File: src/xaui_quad_pkg.sv
package xaui_quad_pkg;

  // register offsets
  localparam logic [7:0] OFS_RATE = 8'h13;
  localparam logic [7:0] OFS_WIDTH = 8'h19;
  localparam logic [7:0] OFS_REFCLK = 8'h28;
  localparam logic [7:0] OFS_SYNC = 8'h30;
  localparam logic [7:0] OFS_LANE_RST = 8'h40;
  localparam logic [7:0] OFS_SER_RST = 8'h41;
  localparam logic [7:0] OFS_GATE = 8'h42;
  localparam logic [7:0] OFS_QUAD_RST = 8'h43;

  // reset values
  localparam logic [7:0] RST_RATE = 8'h00;
  localparam logic [7:0] RST_WIDTH = 8'h00;
  localparam logic [7:0] RST_REFCLK = 8'h00;
  localparam logic [7:0] RST_SYNC = 8'h00;
  localparam logic [7:0] RST_LANE_RST = 8'h00;
  localparam logic [7:0] RST_SER_RST = 8'h20;
  localparam logic [7:0] RST_GATE = 8'h80;
  localparam logic [7:0] RST_QUAD_RST = 8'h00;

  // field positions
  localparam int BIT_RATE_TX = 5;
  localparam int BIT_RATE_RX = 4;
  localparam int BIT_WIDE_TX = 4;
  localparam int BIT_WIDE_RX = 5;
  localparam int BIT_REFCLK_HI = 3;
  localparam int BIT_REFCLK_LO = 2;
  localparam int BIT_TX_SYNC = 5;
  localparam int BIT_TX_LANE_TOP = 7;
  localparam int BIT_RX_LANE_TOP = 3;
  localparam int BIT_SER_RST = 5;
  localparam int BIT_GATE = 7;
  localparam int BIT_QUAD_RST = 7;

  // reset pin positions inside the synchroniser vector
  localparam int PIN_QUAD = 0;
  localparam int PIN_SERDES = 1;
  localparam int PIN_TX = 2;
  localparam int PIN_RX = 3;

  // control character codes on the parallel lanes
  localparam logic [7:0] CHAR_IDLE = 8'h07;
  localparam logic [7:0] CHAR_START = 8'hFB;
  localparam logic [7:0] CHAR_TERM = 8'hFD;
  localparam logic [7:0] CHAR_SEQ = 8'h9C;
  localparam logic [7:0] CHAR_ERROR = 8'hFE;

  // reference clock mode codes
  localparam logic [1:0] REFCLK_156M25 = 2'h0;
  localparam logic [1:0] REFCLK_312M5 = 2'h1;
  localparam logic [1:0] REFCLK_625M = 2'h2;

  // kind of code-group chosen for one byte
  typedef enum logic [2:0] {
    KIND_NONE,
    KIND_DATA,
    KIND_IDLE,
    KIND_START,
    KIND_TERM,
    KIND_SEQ,
    KIND_ERROR
  } kind_e;

  // one lane as driven by the fabric
  typedef struct packed {
    logic [15:0] data;
    logic [1:0] ctrl;
  } lane_s;

  // one sampled lane handed to the encoder stage
  typedef struct packed {
    logic valid;
    logic [15:0] data;
    kind_e kind_hi;
    kind_e kind_lo;
  } group_s;

  // reset levels towards the quad
  typedef struct packed {
    logic quad;
    logic serdes;
    logic [3:0] tx_lane;
    logic [3:0] rx_lane;
  } resets_s;

  // configuration levels towards the quad
  typedef struct packed {
    logic full_rate_tx;
    logic full_rate_rx;
    logic [1:0] refclk_mode;
    logic tx_wide;
    logic rx_wide;
    logic tx_sync;
  } config_s;

endpackage : xaui_quad_pkg

File: src/xaui_quad_reset_and_tx_port.sv
`timescale 1ns/1ps
`default_nettype none

module xaui_quad_reset_and_tx_port #(
  parameter int LANES = 4
) (
  input wire logic clock,
  input wire logic rst,
  input wire logic [7:0] reg_addr,
  input wire logic [7:0] reg_wdata,
  input wire logic reg_write,
  input wire logic reg_read,
  output logic [7:0] reg_rdata,
  output logic reg_rvalid,
  input wire logic quad_reset_pin,
  input wire logic serdes_reset_pin,
  input wire logic tx_reset_pin,
  input wire logic rx_reset_pin,
  input wire logic [LANES-1:0] tx_clk,
  input wire xaui_quad_pkg::lane_s [LANES-1:0] tx_lane,
  output xaui_quad_pkg::resets_s resets,
  output xaui_quad_pkg::config_s config_out,
  output xaui_quad_pkg::group_s [LANES-1:0] tx_group
);

  // everything the block remembers
  // the eight registers come first, then the read answer,
  // then the synchroniser stages, then the output copies;
  // the outputs are taken straight from here, never from logic,
  // so every pin of the block is driven by a flop
  typedef struct packed {
    // register copies
    logic [7:0] rate;
    logic [7:0] width;
    logic [7:0] refclk;
    logic [7:0] sync;
    logic [7:0] lane_rst;
    logic [7:0] ser_rst;
    logic [7:0] gate;
    logic [7:0] quad_rst;
    // read answer
    logic [7:0] rdata;
    logic rvalid;
    // two-flop stages for the reset pins
    logic [3:0] pin_s1;
    logic [3:0] pin_s2;
    // lane clock stages, the third keeps the level before the edge
    logic [LANES-1:0] clk_s1;
    logic [LANES-1:0] clk_s2;
    logic [LANES-1:0] clk_s3;
    // lane data stages, kept in step with the clock stages
    xaui_quad_pkg::lane_s [LANES-1:0] lane_s1;
    xaui_quad_pkg::lane_s [LANES-1:0] lane_s2;
    xaui_quad_pkg::lane_s [LANES-1:0] lane_s3;
    // output copies
    xaui_quad_pkg::resets_s resets;
    xaui_quad_pkg::config_s cfg;
    xaui_quad_pkg::group_s [LANES-1:0] group;
  } state_s;

  state_s state;
  state_s next_state;

  // picks the code-group kind for one byte and its flag
  // a flagged byte that is none of the known characters goes out
  // as an error group, so a fabric fault shows on the line
  function automatic xaui_quad_pkg::kind_e classify(
    input logic [7:0] byte_in,
    input logic ctrl_in
  );
    xaui_quad_pkg::kind_e kind;
    kind = xaui_quad_pkg::KIND_DATA;
    if (ctrl_in)
    begin
      case (byte_in)
        xaui_quad_pkg::CHAR_IDLE: kind = xaui_quad_pkg::KIND_IDLE;
        xaui_quad_pkg::CHAR_START: kind = xaui_quad_pkg::KIND_START;
        xaui_quad_pkg::CHAR_TERM: kind = xaui_quad_pkg::KIND_TERM;
        xaui_quad_pkg::CHAR_SEQ: kind = xaui_quad_pkg::KIND_SEQ;
        default: kind = xaui_quad_pkg::KIND_ERROR; // unknown control sent as error
      endcase
    end
    return kind;
  endfunction : classify

  // register defaults, shared by reset and by a quad reset
  // only the registers are touched here; the synchroniser stages
  // keep running, so a pin seen during a quad reset is not lost
  // and the lane stages carry no stale word past the reset
  function automatic state_s with_defaults(input state_s s);
    state_s d;
    d = s;
    d.rate = xaui_quad_pkg::RST_RATE;
    d.width = xaui_quad_pkg::RST_WIDTH;
    d.refclk = xaui_quad_pkg::RST_REFCLK;
    d.sync = xaui_quad_pkg::RST_SYNC;
    d.lane_rst = xaui_quad_pkg::RST_LANE_RST;
    d.ser_rst = xaui_quad_pkg::RST_SER_RST;
    d.gate = xaui_quad_pkg::RST_GATE;
    d.quad_rst = xaui_quad_pkg::RST_QUAD_RST;
    return d;
  endfunction : with_defaults

  // helper values of the next-state logic, written before read
  logic pins_on;
  logic quad_now;
  logic serdes_now;
  logic tx_all_now;
  logic rx_all_now;
  logic [LANES-1:0] rise;
  logic [LANES-1:0] take;
  logic wide;

  // next state of the whole block
  // the whole block is one struct: this process works out the next
  // copy and the clocked process below registers it
  // latencies: a register write shows one edge later, a derived
  // level one edge after that; a pin needs two sync edges and one
  // output edge; a lane word shows about three edges after its rise
  // the lane clock must stay below a third of the core clock
  always_comb
  begin
    next_state = state;
    next_state.rvalid = 1'b0;

    // reset pins pass two flops before use
    next_state.pin_s1 = {rx_reset_pin, tx_reset_pin, serdes_reset_pin, quad_reset_pin};
    next_state.pin_s2 = state.pin_s1;

    // pins count only while the gate bit is one
    // a register reset bit works even with the gate off, so software
    // can still recover a quad whose pins are stuck; a quad reset
    // also holds the serializer and every lane in reset
    pins_on = state.gate[xaui_quad_pkg::BIT_GATE];
    quad_now = (pins_on && state.pin_s2[xaui_quad_pkg::PIN_QUAD])
      || state.quad_rst[xaui_quad_pkg::BIT_QUAD_RST];
    serdes_now = quad_now || state.ser_rst[xaui_quad_pkg::BIT_SER_RST]
      || (pins_on && state.pin_s2[xaui_quad_pkg::PIN_SERDES]);
    tx_all_now = quad_now || (pins_on && state.pin_s2[xaui_quad_pkg::PIN_TX]);
    rx_all_now = quad_now || (pins_on && state.pin_s2[xaui_quad_pkg::PIN_RX]);

    // reset levels follow the bits for as long as they read one
    // per lane: the tx bit of lane i is 7-i, the rx bit is 3-i
    next_state.resets.quad = quad_now;
    next_state.resets.serdes = serdes_now;
    for (int i = 0; i < LANES; i++)
    begin
      next_state.resets.tx_lane[i] = tx_all_now
        || state.lane_rst[xaui_quad_pkg::BIT_TX_LANE_TOP - i];
      next_state.resets.rx_lane[i] = rx_all_now
        || state.lane_rst[xaui_quad_pkg::BIT_RX_LANE_TOP - i];
    end

    // register writes, ignored while a quad reset holds the defaults
    // a quad reset defaults its own bit too, so it lasts one cycle
    // when set by software and as long as the pin when set by pin;
    // software must write its settings again once it is over
    if (quad_now)
    begin
      next_state = with_defaults(next_state);
    end
    else if (reg_write)
    begin
      case (reg_addr)
        xaui_quad_pkg::OFS_RATE: next_state.rate = reg_wdata;
        xaui_quad_pkg::OFS_WIDTH: next_state.width = reg_wdata;
        xaui_quad_pkg::OFS_REFCLK: next_state.refclk = reg_wdata;
        xaui_quad_pkg::OFS_SYNC: next_state.sync = reg_wdata;
        xaui_quad_pkg::OFS_LANE_RST: next_state.lane_rst = reg_wdata;
        xaui_quad_pkg::OFS_SER_RST: next_state.ser_rst = reg_wdata;
        xaui_quad_pkg::OFS_GATE: next_state.gate = reg_wdata;
        xaui_quad_pkg::OFS_QUAD_RST: next_state.quad_rst = reg_wdata;
        default: next_state.rate = state.rate; // unmapped writes dropped
      endcase
    end

    // register reads answer one cycle later, unmapped reads zero
    // a read in the cycle of a write still returns the old value,
    // since the mux looks at the registered copy
    if (reg_read)
    begin
      next_state.rvalid = 1'b1;
      case (reg_addr)
        xaui_quad_pkg::OFS_RATE: next_state.rdata = state.rate;
        xaui_quad_pkg::OFS_WIDTH: next_state.rdata = state.width;
        xaui_quad_pkg::OFS_REFCLK: next_state.rdata = state.refclk;
        xaui_quad_pkg::OFS_SYNC: next_state.rdata = state.sync;
        xaui_quad_pkg::OFS_LANE_RST: next_state.rdata = state.lane_rst;
        xaui_quad_pkg::OFS_SER_RST: next_state.rdata = state.ser_rst;
        xaui_quad_pkg::OFS_GATE: next_state.rdata = state.gate;
        xaui_quad_pkg::OFS_QUAD_RST: next_state.rdata = state.quad_rst;
        default: next_state.rdata = 8'h00;
      endcase
    end

    // configuration levels towards the quad
    // the rate bits select full rate when zero, hence the inversion
    next_state.cfg.full_rate_tx = ~state.rate[xaui_quad_pkg::BIT_RATE_TX];
    next_state.cfg.full_rate_rx = ~state.rate[xaui_quad_pkg::BIT_RATE_RX];
    next_state.cfg.refclk_mode = {state.refclk[xaui_quad_pkg::BIT_REFCLK_HI],
      state.refclk[xaui_quad_pkg::BIT_REFCLK_LO]};
    next_state.cfg.tx_wide = state.width[xaui_quad_pkg::BIT_WIDE_TX];
    next_state.cfg.rx_wide = state.width[xaui_quad_pkg::BIT_WIDE_RX];
    next_state.cfg.tx_sync = state.sync[xaui_quad_pkg::BIT_TX_SYNC];

    // lane clocks and lane data pass two flops, a third keeps the pre-edge value
    // the data path has the same depth as the clock path, so the word
    // picked at a detected rise is the one held before that rise;
    // the fabric must hold each word steady for three core cycles
    next_state.clk_s1 = tx_clk;
    next_state.clk_s2 = state.clk_s1;
    next_state.clk_s3 = state.clk_s2;
    next_state.lane_s1 = tx_lane;
    next_state.lane_s2 = state.lane_s1;
    next_state.lane_s3 = state.lane_s2;
    rise = state.clk_s2 & ~state.clk_s3;
    wide = state.width[xaui_quad_pkg::BIT_WIDE_TX];

    // each lane samples on its own rising edge, or on lane 0 when synchronised
    // a lane in tx reset, alone or through the quad, shows zeros and no
    // valid; the serializer reset alone leaves the lanes running, as
    // it only holds the serial side
    for (int i = 0; i < LANES; i++)
    begin
      take[i] = state.sync[xaui_quad_pkg::BIT_TX_SYNC] ? rise[0] : rise[i];
      next_state.group[i].valid = 1'b0;
      if (state.resets.tx_lane[i] || state.resets.quad)
      begin
        next_state.group[i] = '0;
      end
      else if (take[i])
      begin
        // sampled byte and flag go to the state machine stage in order
        next_state.group[i].valid = 1'b1;
        next_state.group[i].kind_lo = classify(state.lane_s3[i].data[7:0],
          state.lane_s3[i].ctrl[0]);
        // wide mode carries both bytes, each qualified by its own flag
        if (wide)
        begin
          next_state.group[i].data = state.lane_s3[i].data;
          next_state.group[i].kind_hi = classify(state.lane_s3[i].data[15:8],
            state.lane_s3[i].ctrl[1]);
        end
        else
        begin
          // narrow mode: upper byte zero and no upper kind
          next_state.group[i].data = {8'h00, state.lane_s3[i].data[7:0]};
          next_state.group[i].kind_hi = xaui_quad_pkg::KIND_NONE;
        end
      end
    end

    // block reset returns everything to its power-up value
    // the serializer reset bit comes up set, so the serializer is held
    // until software clears it; the rate flags come up as full rate
    // because the rate bits come up as zero
    if (rst)
    begin
      next_state = '0;
      next_state = with_defaults(next_state);
      next_state.resets.serdes = 1'b1;
      next_state.cfg.full_rate_tx = 1'b1;
      next_state.cfg.full_rate_rx = 1'b1;
    end
  end

  // registers the whole state
  always_ff @(posedge clock)
  begin
    state <= next_state;
  end

  // outputs straight from the state flops
  // nothing combinational sits between a flop and a pin
  assign reg_rdata = state.rdata;
  assign reg_rvalid = state.rvalid;
  assign resets = state.resets;
  assign config_out = state.cfg;
  assign tx_group = state.group;

endmodule : xaui_quad_reset_and_tx_port

`default_nettype wire

File: config.mk
export PLATFORM = sky130hd
export DESIGN_NAME = xaui_quad_reset_and_tx_port
export DESIGN_NICKNAME = d
export VERILOG_FILES = /design/src/xaui_quad_pkg.sv /design/src/xaui_quad_reset_and_tx_port.sv
export SDC_FILE = /design/constraint.sdc
export NUM_CORES = 1
export LEC_CHECK = 0
export BUFFER_PORTS_ARGS = -buffer_cell sky130_fd_sc_hd__buf_2
export CORE_MARGIN = 2
export CORE_UTILIZATION = 55
export DETAILED_ROUTE_END_ITERATION = 10
export PLACE_DENSITY_LB_ADDON = 0.2
export SKIP_CTS_REPAIR_TIMING = 1
export SLEW_MARGIN = 20
export SYNTH_ARGS = -nofsm -noshare
export SYNTH_HDL_FRONTEND = slang
export SYNTH_SLANG_ARGS = --single-unit
File: constraint.sdc
create_clock -name clock -period 3.3 [get_ports clock]
set_clock_uncertainty 0.15 [all_clocks]
set_input_delay 0.825 -clock clock [delete_from_list [all_inputs] [get_ports clock]]
set_output_delay 0.825 -clock clock [all_outputs]
set_load 0.02 [all_outputs]
==> metrics, run 1 <==
DR vias/cell=5.13; Mapped Nets=1621; htree depth=2; yosys synthesis warning count=0; core area=26700 sq um; ys async rst share=0%; hold_sp=state[415]$_SDFFE_PP0P_; gr usage total=20.4%; Crit path max-delay family=simple AND/OR/NAND/NOR gates; ys flop type=dfxtp_1; element type at the critical path end=register; flop2flop setup slack=0.92 ns; Worst-Margin Slew=0.848 ns; most common cell in the netlist=dfxtp_1; row count=60; Antenna Nets Post-Route=0; worst-path cell chain=buf_2 > or4_1 > nor2_1 > nand3_1 > mux2i_1 > nand2_1; power per cell area=611 nW/um^2; Synth Area in Simple Gates=24.0%; Largest stage delay, worst path=0.66 ns; first-pass GRT wire length=46800 microns; Power Total=10.2 mW; CTS max path bufs=3; status=finished, final reports clean; Post-synth EDFFs=0; P&R area growth vs syn=12.4%; P_sw=2.15 mW; 1st-iter DRT viols=762; RSZ-0062 raised after global routing=no; Distinct cells, synth=54; TritonCTS clock tree=done; Worst Reg-to-Reg Cells=5; clock share of power=44.7%; Die X=168 microns; max cap viols=0; FF/Latch Area=8370 sq um; First-pass DRT Iterations=5; complex-gate fraction of the synthesized area=7.13%; routed via count=10.1k; DRC=0; switch share=21.2%; Reg2Reg Capture Point=tx_group[70]$_SDFFE_PP0P_; min Tclk post-route=2.62 ns; largest family of logic cells by synthesized area=simple AND/OR/NAND/NOR gates; f_max=381 MHz; post-synth top area cell=dfxtp_1; Die Height=168 microns; Synth Area in Adders=0%; hold path cells=1; Worst Path Buf+Inv=1; vias in the first global route=9069; Die Area=28300 sq um; clk root buf=clkbuf_16; register share of total power=51.4%; # IOs=218; top-area cell type share of the netlist area=56.5%; WL final=29600 microns; CP arrival=2.87 ns; Clk pin slew, worst setup/hold paths=0.06 ns; Final GP Congestion=0.915; syn_area_per_cell=9.74 sq um; largest net degree at the start of global routing=122; Fin. Hold Viols=0; Worst path depth=6; kind of critical path=in -> reg; Critical Path Start Type=input pin; initial antenna violation count=2; DP HPWL=20000 microns; share of post-route cells with drive strength above 1=20.0%; Routed wire per std cell=15.1 microns; max-slew violation count=0; Fill cells=2251; VDD IR max=0.000437 V; Num CTS Buffers=41; Clock Latency Late Sink=0.52 ns; hold endpoint=config_out[6]$_SDFF_PP1_; Finish-stage setup viols=0; Synth Area in XOR/XNOR=0%; Final nets=1693; initial core utilization=55.4%; P_leak=6.86 nW; GRT Residual Overflow=0; HP Class=reg -> reg; internal power=8.01 mW; clock sinks=418; Post-synth top cells=418 x dfxtp_1, 249 x nor2b_1, 150 x nand2_1; post-route setup TNS=0 ns; worst-path maximum fanout=14; FF-to-FF Start=state[391]$_SDFFE_PP0P_; IO buf count=217; critical path required time=3.54 ns; Seq cells post-synth=418; Comb pwr share=4.0%; Synth Cell Area=14800 sq um; largest cells by area after synthesis=dfxtp_1 57%, nor2b_1 11%, buf_4 5.9%; Relative slew margins=43.5%; footprint of the multi-input gates=5180 sq um; Post-Synthesis Cells=1521; slowest stage cell, crit path=or4_1; multiplexer area fraction after synthesis=3.79%; post-route clock period utilization=79.5%; Seq/Total Area, Yosys=56.5%
[registers in the layout, indices dropped and copies added, names as in the netlist]
register    flops
state         299
tx_group       92
resets         10
reg_rdata       8
config_out      7
pins_on         1
reg_rvalid      1
[layer usage]
layer | global-route usage (%) | up-vias | share of wire (%)
met3 | 4.33 | 55 | 6.4
met4 | 7.16 | 0 | 2.7
met2 | 32.0 | 301 | 44
met5 | 0 | - | 0
li1 | - | 5066 | -
met1 | 28.2 | 4654 | 47
[logic make-up (layout without fill, tap and decap cells)]
logic type | Yosys count | in the layout
multiplexers | 56 | 56
other | 0 | 2
AND/OR/NAND/NOR | 659 | 659
flip-flops | 418 | 418
buffers and inverters | 218 | 320
AO/OA/AOI/OAI | 170 | 170
[cell usage in the layout, fill, tap and decap left out, drive strengths merged, types with 15 or more instances in the layout]
master | netlist | routed
nor2 | 91 | 91
nand3 | 65 | 65
nor2b | 249 | 249
mux2i | 56 | 56
buf | 128 | 239
nor3 | 16 | 16
dfxtp | 418 | 418
a21oi | 97 | 97
clkbuf | 83 | 58
nand3b | 15 | 15
nand2 | 150 | 150
[area by class of cell]
| class | instances | share of cell area (%) |
|---|---|---|
| Multi-Input combinational cell | 885 | 31.1 |
| Tap cell | 341 | 2.56 |
| Clock buffer | 57 | 6.89 |
| Timing Repair Buffer | 240 | 7.84 |
| Sequential cell | 418 | 50.3 |
| Clock inverter | 16 | 1.08 |
| Antenna cell | 2 | 0.0301 |
| Inverter | 7 | 0.158 |
[worst reg2reg max path, stage by stage, from the launching register on]
cell and delay, ns:
dfxtp_1 0.56, nand3b_1 0.36, o21ai_1 0.56, o211ai_1 0.25, a31o_2 0.28, a21oi_1 0.13
[stage by stage]
stage          cells  setup WS, ns  util, %  cell area (sq um)  hold slack, ns
3_5_place_dp    1891         0.184     57.3              15300           0.263
4_1_cts         1964         0.725     62.2              16600           0.276
3_3_place_gp    1891         0.204     57.3              15300           0.266
2_1_floorplan   1521         0.534        -              14800           0.233
6_report        1966         0.675     62.3              16600           0.274
5_1_grt         1966         0.540     62.3              16600           0.297
[power by group through the flow]
| stage | Clock, mW | Combinational [mW] | Sequential [mW] |
|---|---|---|---|
| finish | 4.54 | 0.402 | 5.22 |
| global route | 4.83 | 0.444 | 5.23 |
| CTS | 4.63 | 0.406 | 5.22 |
| detailed placement | 0 | 0.405 | 5.33 |
| global placement | 0 | 0.401 | 5.33 |
| floorplan | 0 | 0.281 | 5.32 |
[worst max path at each step]
stage                     start                   endpoint  slack (ns)
global placement    reg_addr[3]    state[375]$_SDFFE_PP1P_        0.20
detailed placement  reg_addr[3]    state[375]$_SDFFE_PP1P_        0.18
finish              reg_addr[3]    state[375]$_SDFFE_PP1P_        0.68
CTS                 reg_addr[3]    state[375]$_SDFFE_PP1P_        0.72
floorplan           reg_addr[3]  reg_rdata[1]$_SDFFE_PP0P_        0.53
global route        reg_addr[3]    state[372]$_SDFFE_PP0P_        0.54
(Power assumes the default switching activity.)
==> run 2: changes to the inputs <==
Settings changed: ABC_AREA from default to 1.
Clock period 3.3 ns to 2.45 ns, I/O delays scaled along.
==> metrics, run 2 <==
Post-Synthesis Cells=1893 (+24%); initial core utilization=55.5% (+0.063 points); largest cells by area after synthesis=dfxtp_1 55%, inv_1 8.3%, nor2_1 7.7%; # IOs=218 (unchanged); P_leak=7.82 nW (+14%); Seq/Total Area, Yosys=54.6% (-1.9 points); Mapped Nets=1993 (+23%); post-route setup TNS=0 ns (unchanged); critical path required time=2.75 ns (-0.79 ns); hold_sp=tx_lane[29]; max-slew violation count=0 (unchanged); Finish-stage setup viols=0 (unchanged); DP Worst Slack=0.331 ns (+0.147 ns); FF-to-FF Start=state[325]$_SDFF_PP0_; Fill cells=2483 (+10%); IO buf count=217 (unchanged); Largest register FFs=299 (unchanged); 1st-iter DRT viols=829 (+8.8%); Placed Cells=2309 (+22%); DR vias/cell=4.67 (-8.9%); flop2flop setup slack=0.37 ns (-0.55 ns); commonest non-fill, non-tap cells in the layout=418 x dfxtp_1, 338 x inv_1, 313 x nor2_1; Die Area=29200 sq um (+3.4%); Routed wire per std cell=13.0 microns (-14%); Clk pin slew, worst setup/hold paths=0.06 ns (about the same); TritonCTS clock tree=done; yosys synthesis warning count=0 (unchanged); syn_area_per_cell=8.10 sq um (-17%); CP arrival=2.38 ns (-0.49 ns); Clock Latency Late Sink=0.52 ns (about the same); power per cell area=831 nW/um^2 (+36%); initial antenna violation count=1 (-1); largest net degree at the start of global routing=145 (+19%); Distinct cells, synth=38 (-30%); Critical Path Start Type=register; Synth Cell Area=15300 sq um (+3.5%); element type at the critical path end=register; ys flop type=dfxtp_1; Post-synth top cells=418 x dfxtp_1, 338 x inv_1, 313 x nor2_1; Die Height=171 microns (+1.7%); ys async rst share=0% (unchanged); htree depth=2 (unchanged); clk root buf=clkbuf_16; hold endpoint=state[282]$_SDFF_PP0_; n_diodes=0 (-2); Seq cells post-synth=418 (unchanged); core area=27600 sq um (+3.4%); commonest non-fill, non-tap cell in the layout=dfxtp_1; Die X=171 microns (+1.7%); status=finished, final reports clean; Final GP Congestion=0.862 (-5.8%); Finished Layout Cells=2384 (+21%); P&R area growth vs syn=11.8%; f_max=481 MHz; Reg2Reg Capture Point=tx_group[74]$_SDFFE_PP0P_; VDD IR max=0.000570 V (+30%); max cap viols=0 (unchanged); WL final=31000 microns (+4.8%); Worst Reg-to-Reg Cells=7 (+2); top-area cell type share of the netlist area=54.6% (-1.9 points); most common cell in the netlist=dfxtp_1; clock sinks=418 (unchanged); row count=61 (+1.7%); RSZ-0062 raised after global routing=no; Antenna Nets Post-Route=0 (unchanged); post-synth top area cell=dfxtp_1; DRC=0 (unchanged); min Tclk post-route=2.08 ns; kind of critical path=reg -> reg; vias in the first global route=10.1k (+12%); GRT Residual Overflow=0 (unchanged); fin worst setup slack=0.371 ns (-0.304 ns); worst-path maximum fanout=21 (+7); CTS max path bufs=3 (unchanged); final hold slack=0.143 ns (-0.131 ns); First-pass DRT Iterations=5 (unchanged); HP Class=in -> reg; DP HPWL=21300 microns (+6.7%); share of post-route cells with drive strength above 1=17.0% (-2.9 points); Fin. Hold Viols=0 (unchanged); Reg with most FFs=state; hold path cells=3 (+2); Worst-Margin Slew=0.759 ns (-0.0890 ns); Final nets=2075 (+23%); Post-synth EDFFs=0 (unchanged); Num CTS Buffers=42 (+2.4%); post-route clock period utilization=84.9%; routed via count=11.1k (+11%); gr usage total=20.8% (+0.38 points); first-pass GRT wire length=49100 microns (+4.9%); Relative slew margins=49.4% (+5.9 points)
==> run 2: cell count changes after synthesis, sizes merged, moves of 22 or more <==
cell | before | now
nor2b | 249 | 0
nand2 | 150 | 204
o21ai | 10 | 89
inv | 7 | 354
nand3 | 65 | 87
buf | 128 | 176
clkbuf | 83 | 10
nor2 | 91 | 331
a21oi | 97 | 152
mux2i | 56 | 0
==> run 2: how the worst max path moves through the flow <==
stage	startpoint	end	slack [ns]	cells after the start
floorplan	reg_addr[2]	state[407]$_SDFFE_PP0P_	0.71	7
global placement	rst	tx_group[0]$_SDFFE_PP0P_	0.39	7
detailed placement	reg_addr[2]	state[385]$_SDFFE_PP0P_	0.33	7
CTS	state[325]$_SDFF_PP0_	tx_group[74]$_SDFFE_PP0P_	0.36	7
global route	state[325]$_SDFF_PP0_	tx_group[74]$_SDFFE_PP0P_	0.12	7
finish	state[325]$_SDFF_PP0_	tx_group[74]$_SDFFE_PP0P_	0.37	7
==> run 2: stage by stage <==
step	util [%]	power, mW	instance area (sq um)
2_1_floorplan	-	7.68	15300
4_1_cts	62.0	14.4	17100
6_report	62.0	14.2	17100
3_5_place_dp	56.8	7.87	15700
3_3_place_gp	56.8	7.85	15700
5_1_grt	62.0	14.8	17100
==> run 2: per-layer routing <==
| metal | vias up | global-route usage, % | part of all wire (%) |
|---|---|---|---|
| met4 | 2 | 5.67 | 2.2 |
| met5 | - | 0 | 0.035 |
| met2 | 292 | 34.5 | 46 |
| li1 | 5816 | - | - |
| met1 | 4971 | 27.9 | 46 |
| met3 | 55 | 3.93 | 5.8 |
==> run 2: power breakdown <==
part	switching (mW)	internal, mW
Sequential	0.0760	6.99
Clock	2.49	4.04
Combinational	0.442	0.207
Total	3.00	11.2
==> run 2: logic make-up (layout without fill, tap and decap cells) <==
| logic type | count (synthesis) | count (layout) | share of synthesized area, % |
|---|---|---|---|
| compound gates | 255 | 255 | 8.60 |
| buf+inv | 543 | 656 | 17.1 |
| flops | 418 | 418 | 54.6 |
| simple gates | 677 | 677 | 19.7 |
==> run 2: layout make-up <==
type / count / area [sq um] / share of cell area (%)
inverter: 357 / 1340 / 7.84
multi-input combinational: 932 / 4340 / 25.3
timing repair buffer: 224 / 1170 / 6.84
tap: 378 / 473 / 2.76
clock buffer: 67 / 1300 / 7.56
sequential: 418 / 8370 / 48.8
clock inverter: 8 / 148 / 0.861
==> run 2: worst max-delay path: stages, from the launching register on <==
cell and delay [ns]:
dfxtp_1 0.35, nor2_8 0.26, nand2_4 0.11, nand2_2 0.29, inv_2 0.20, nor2_2 0.35
nand4_1 0.15, a21oi_1 0.14
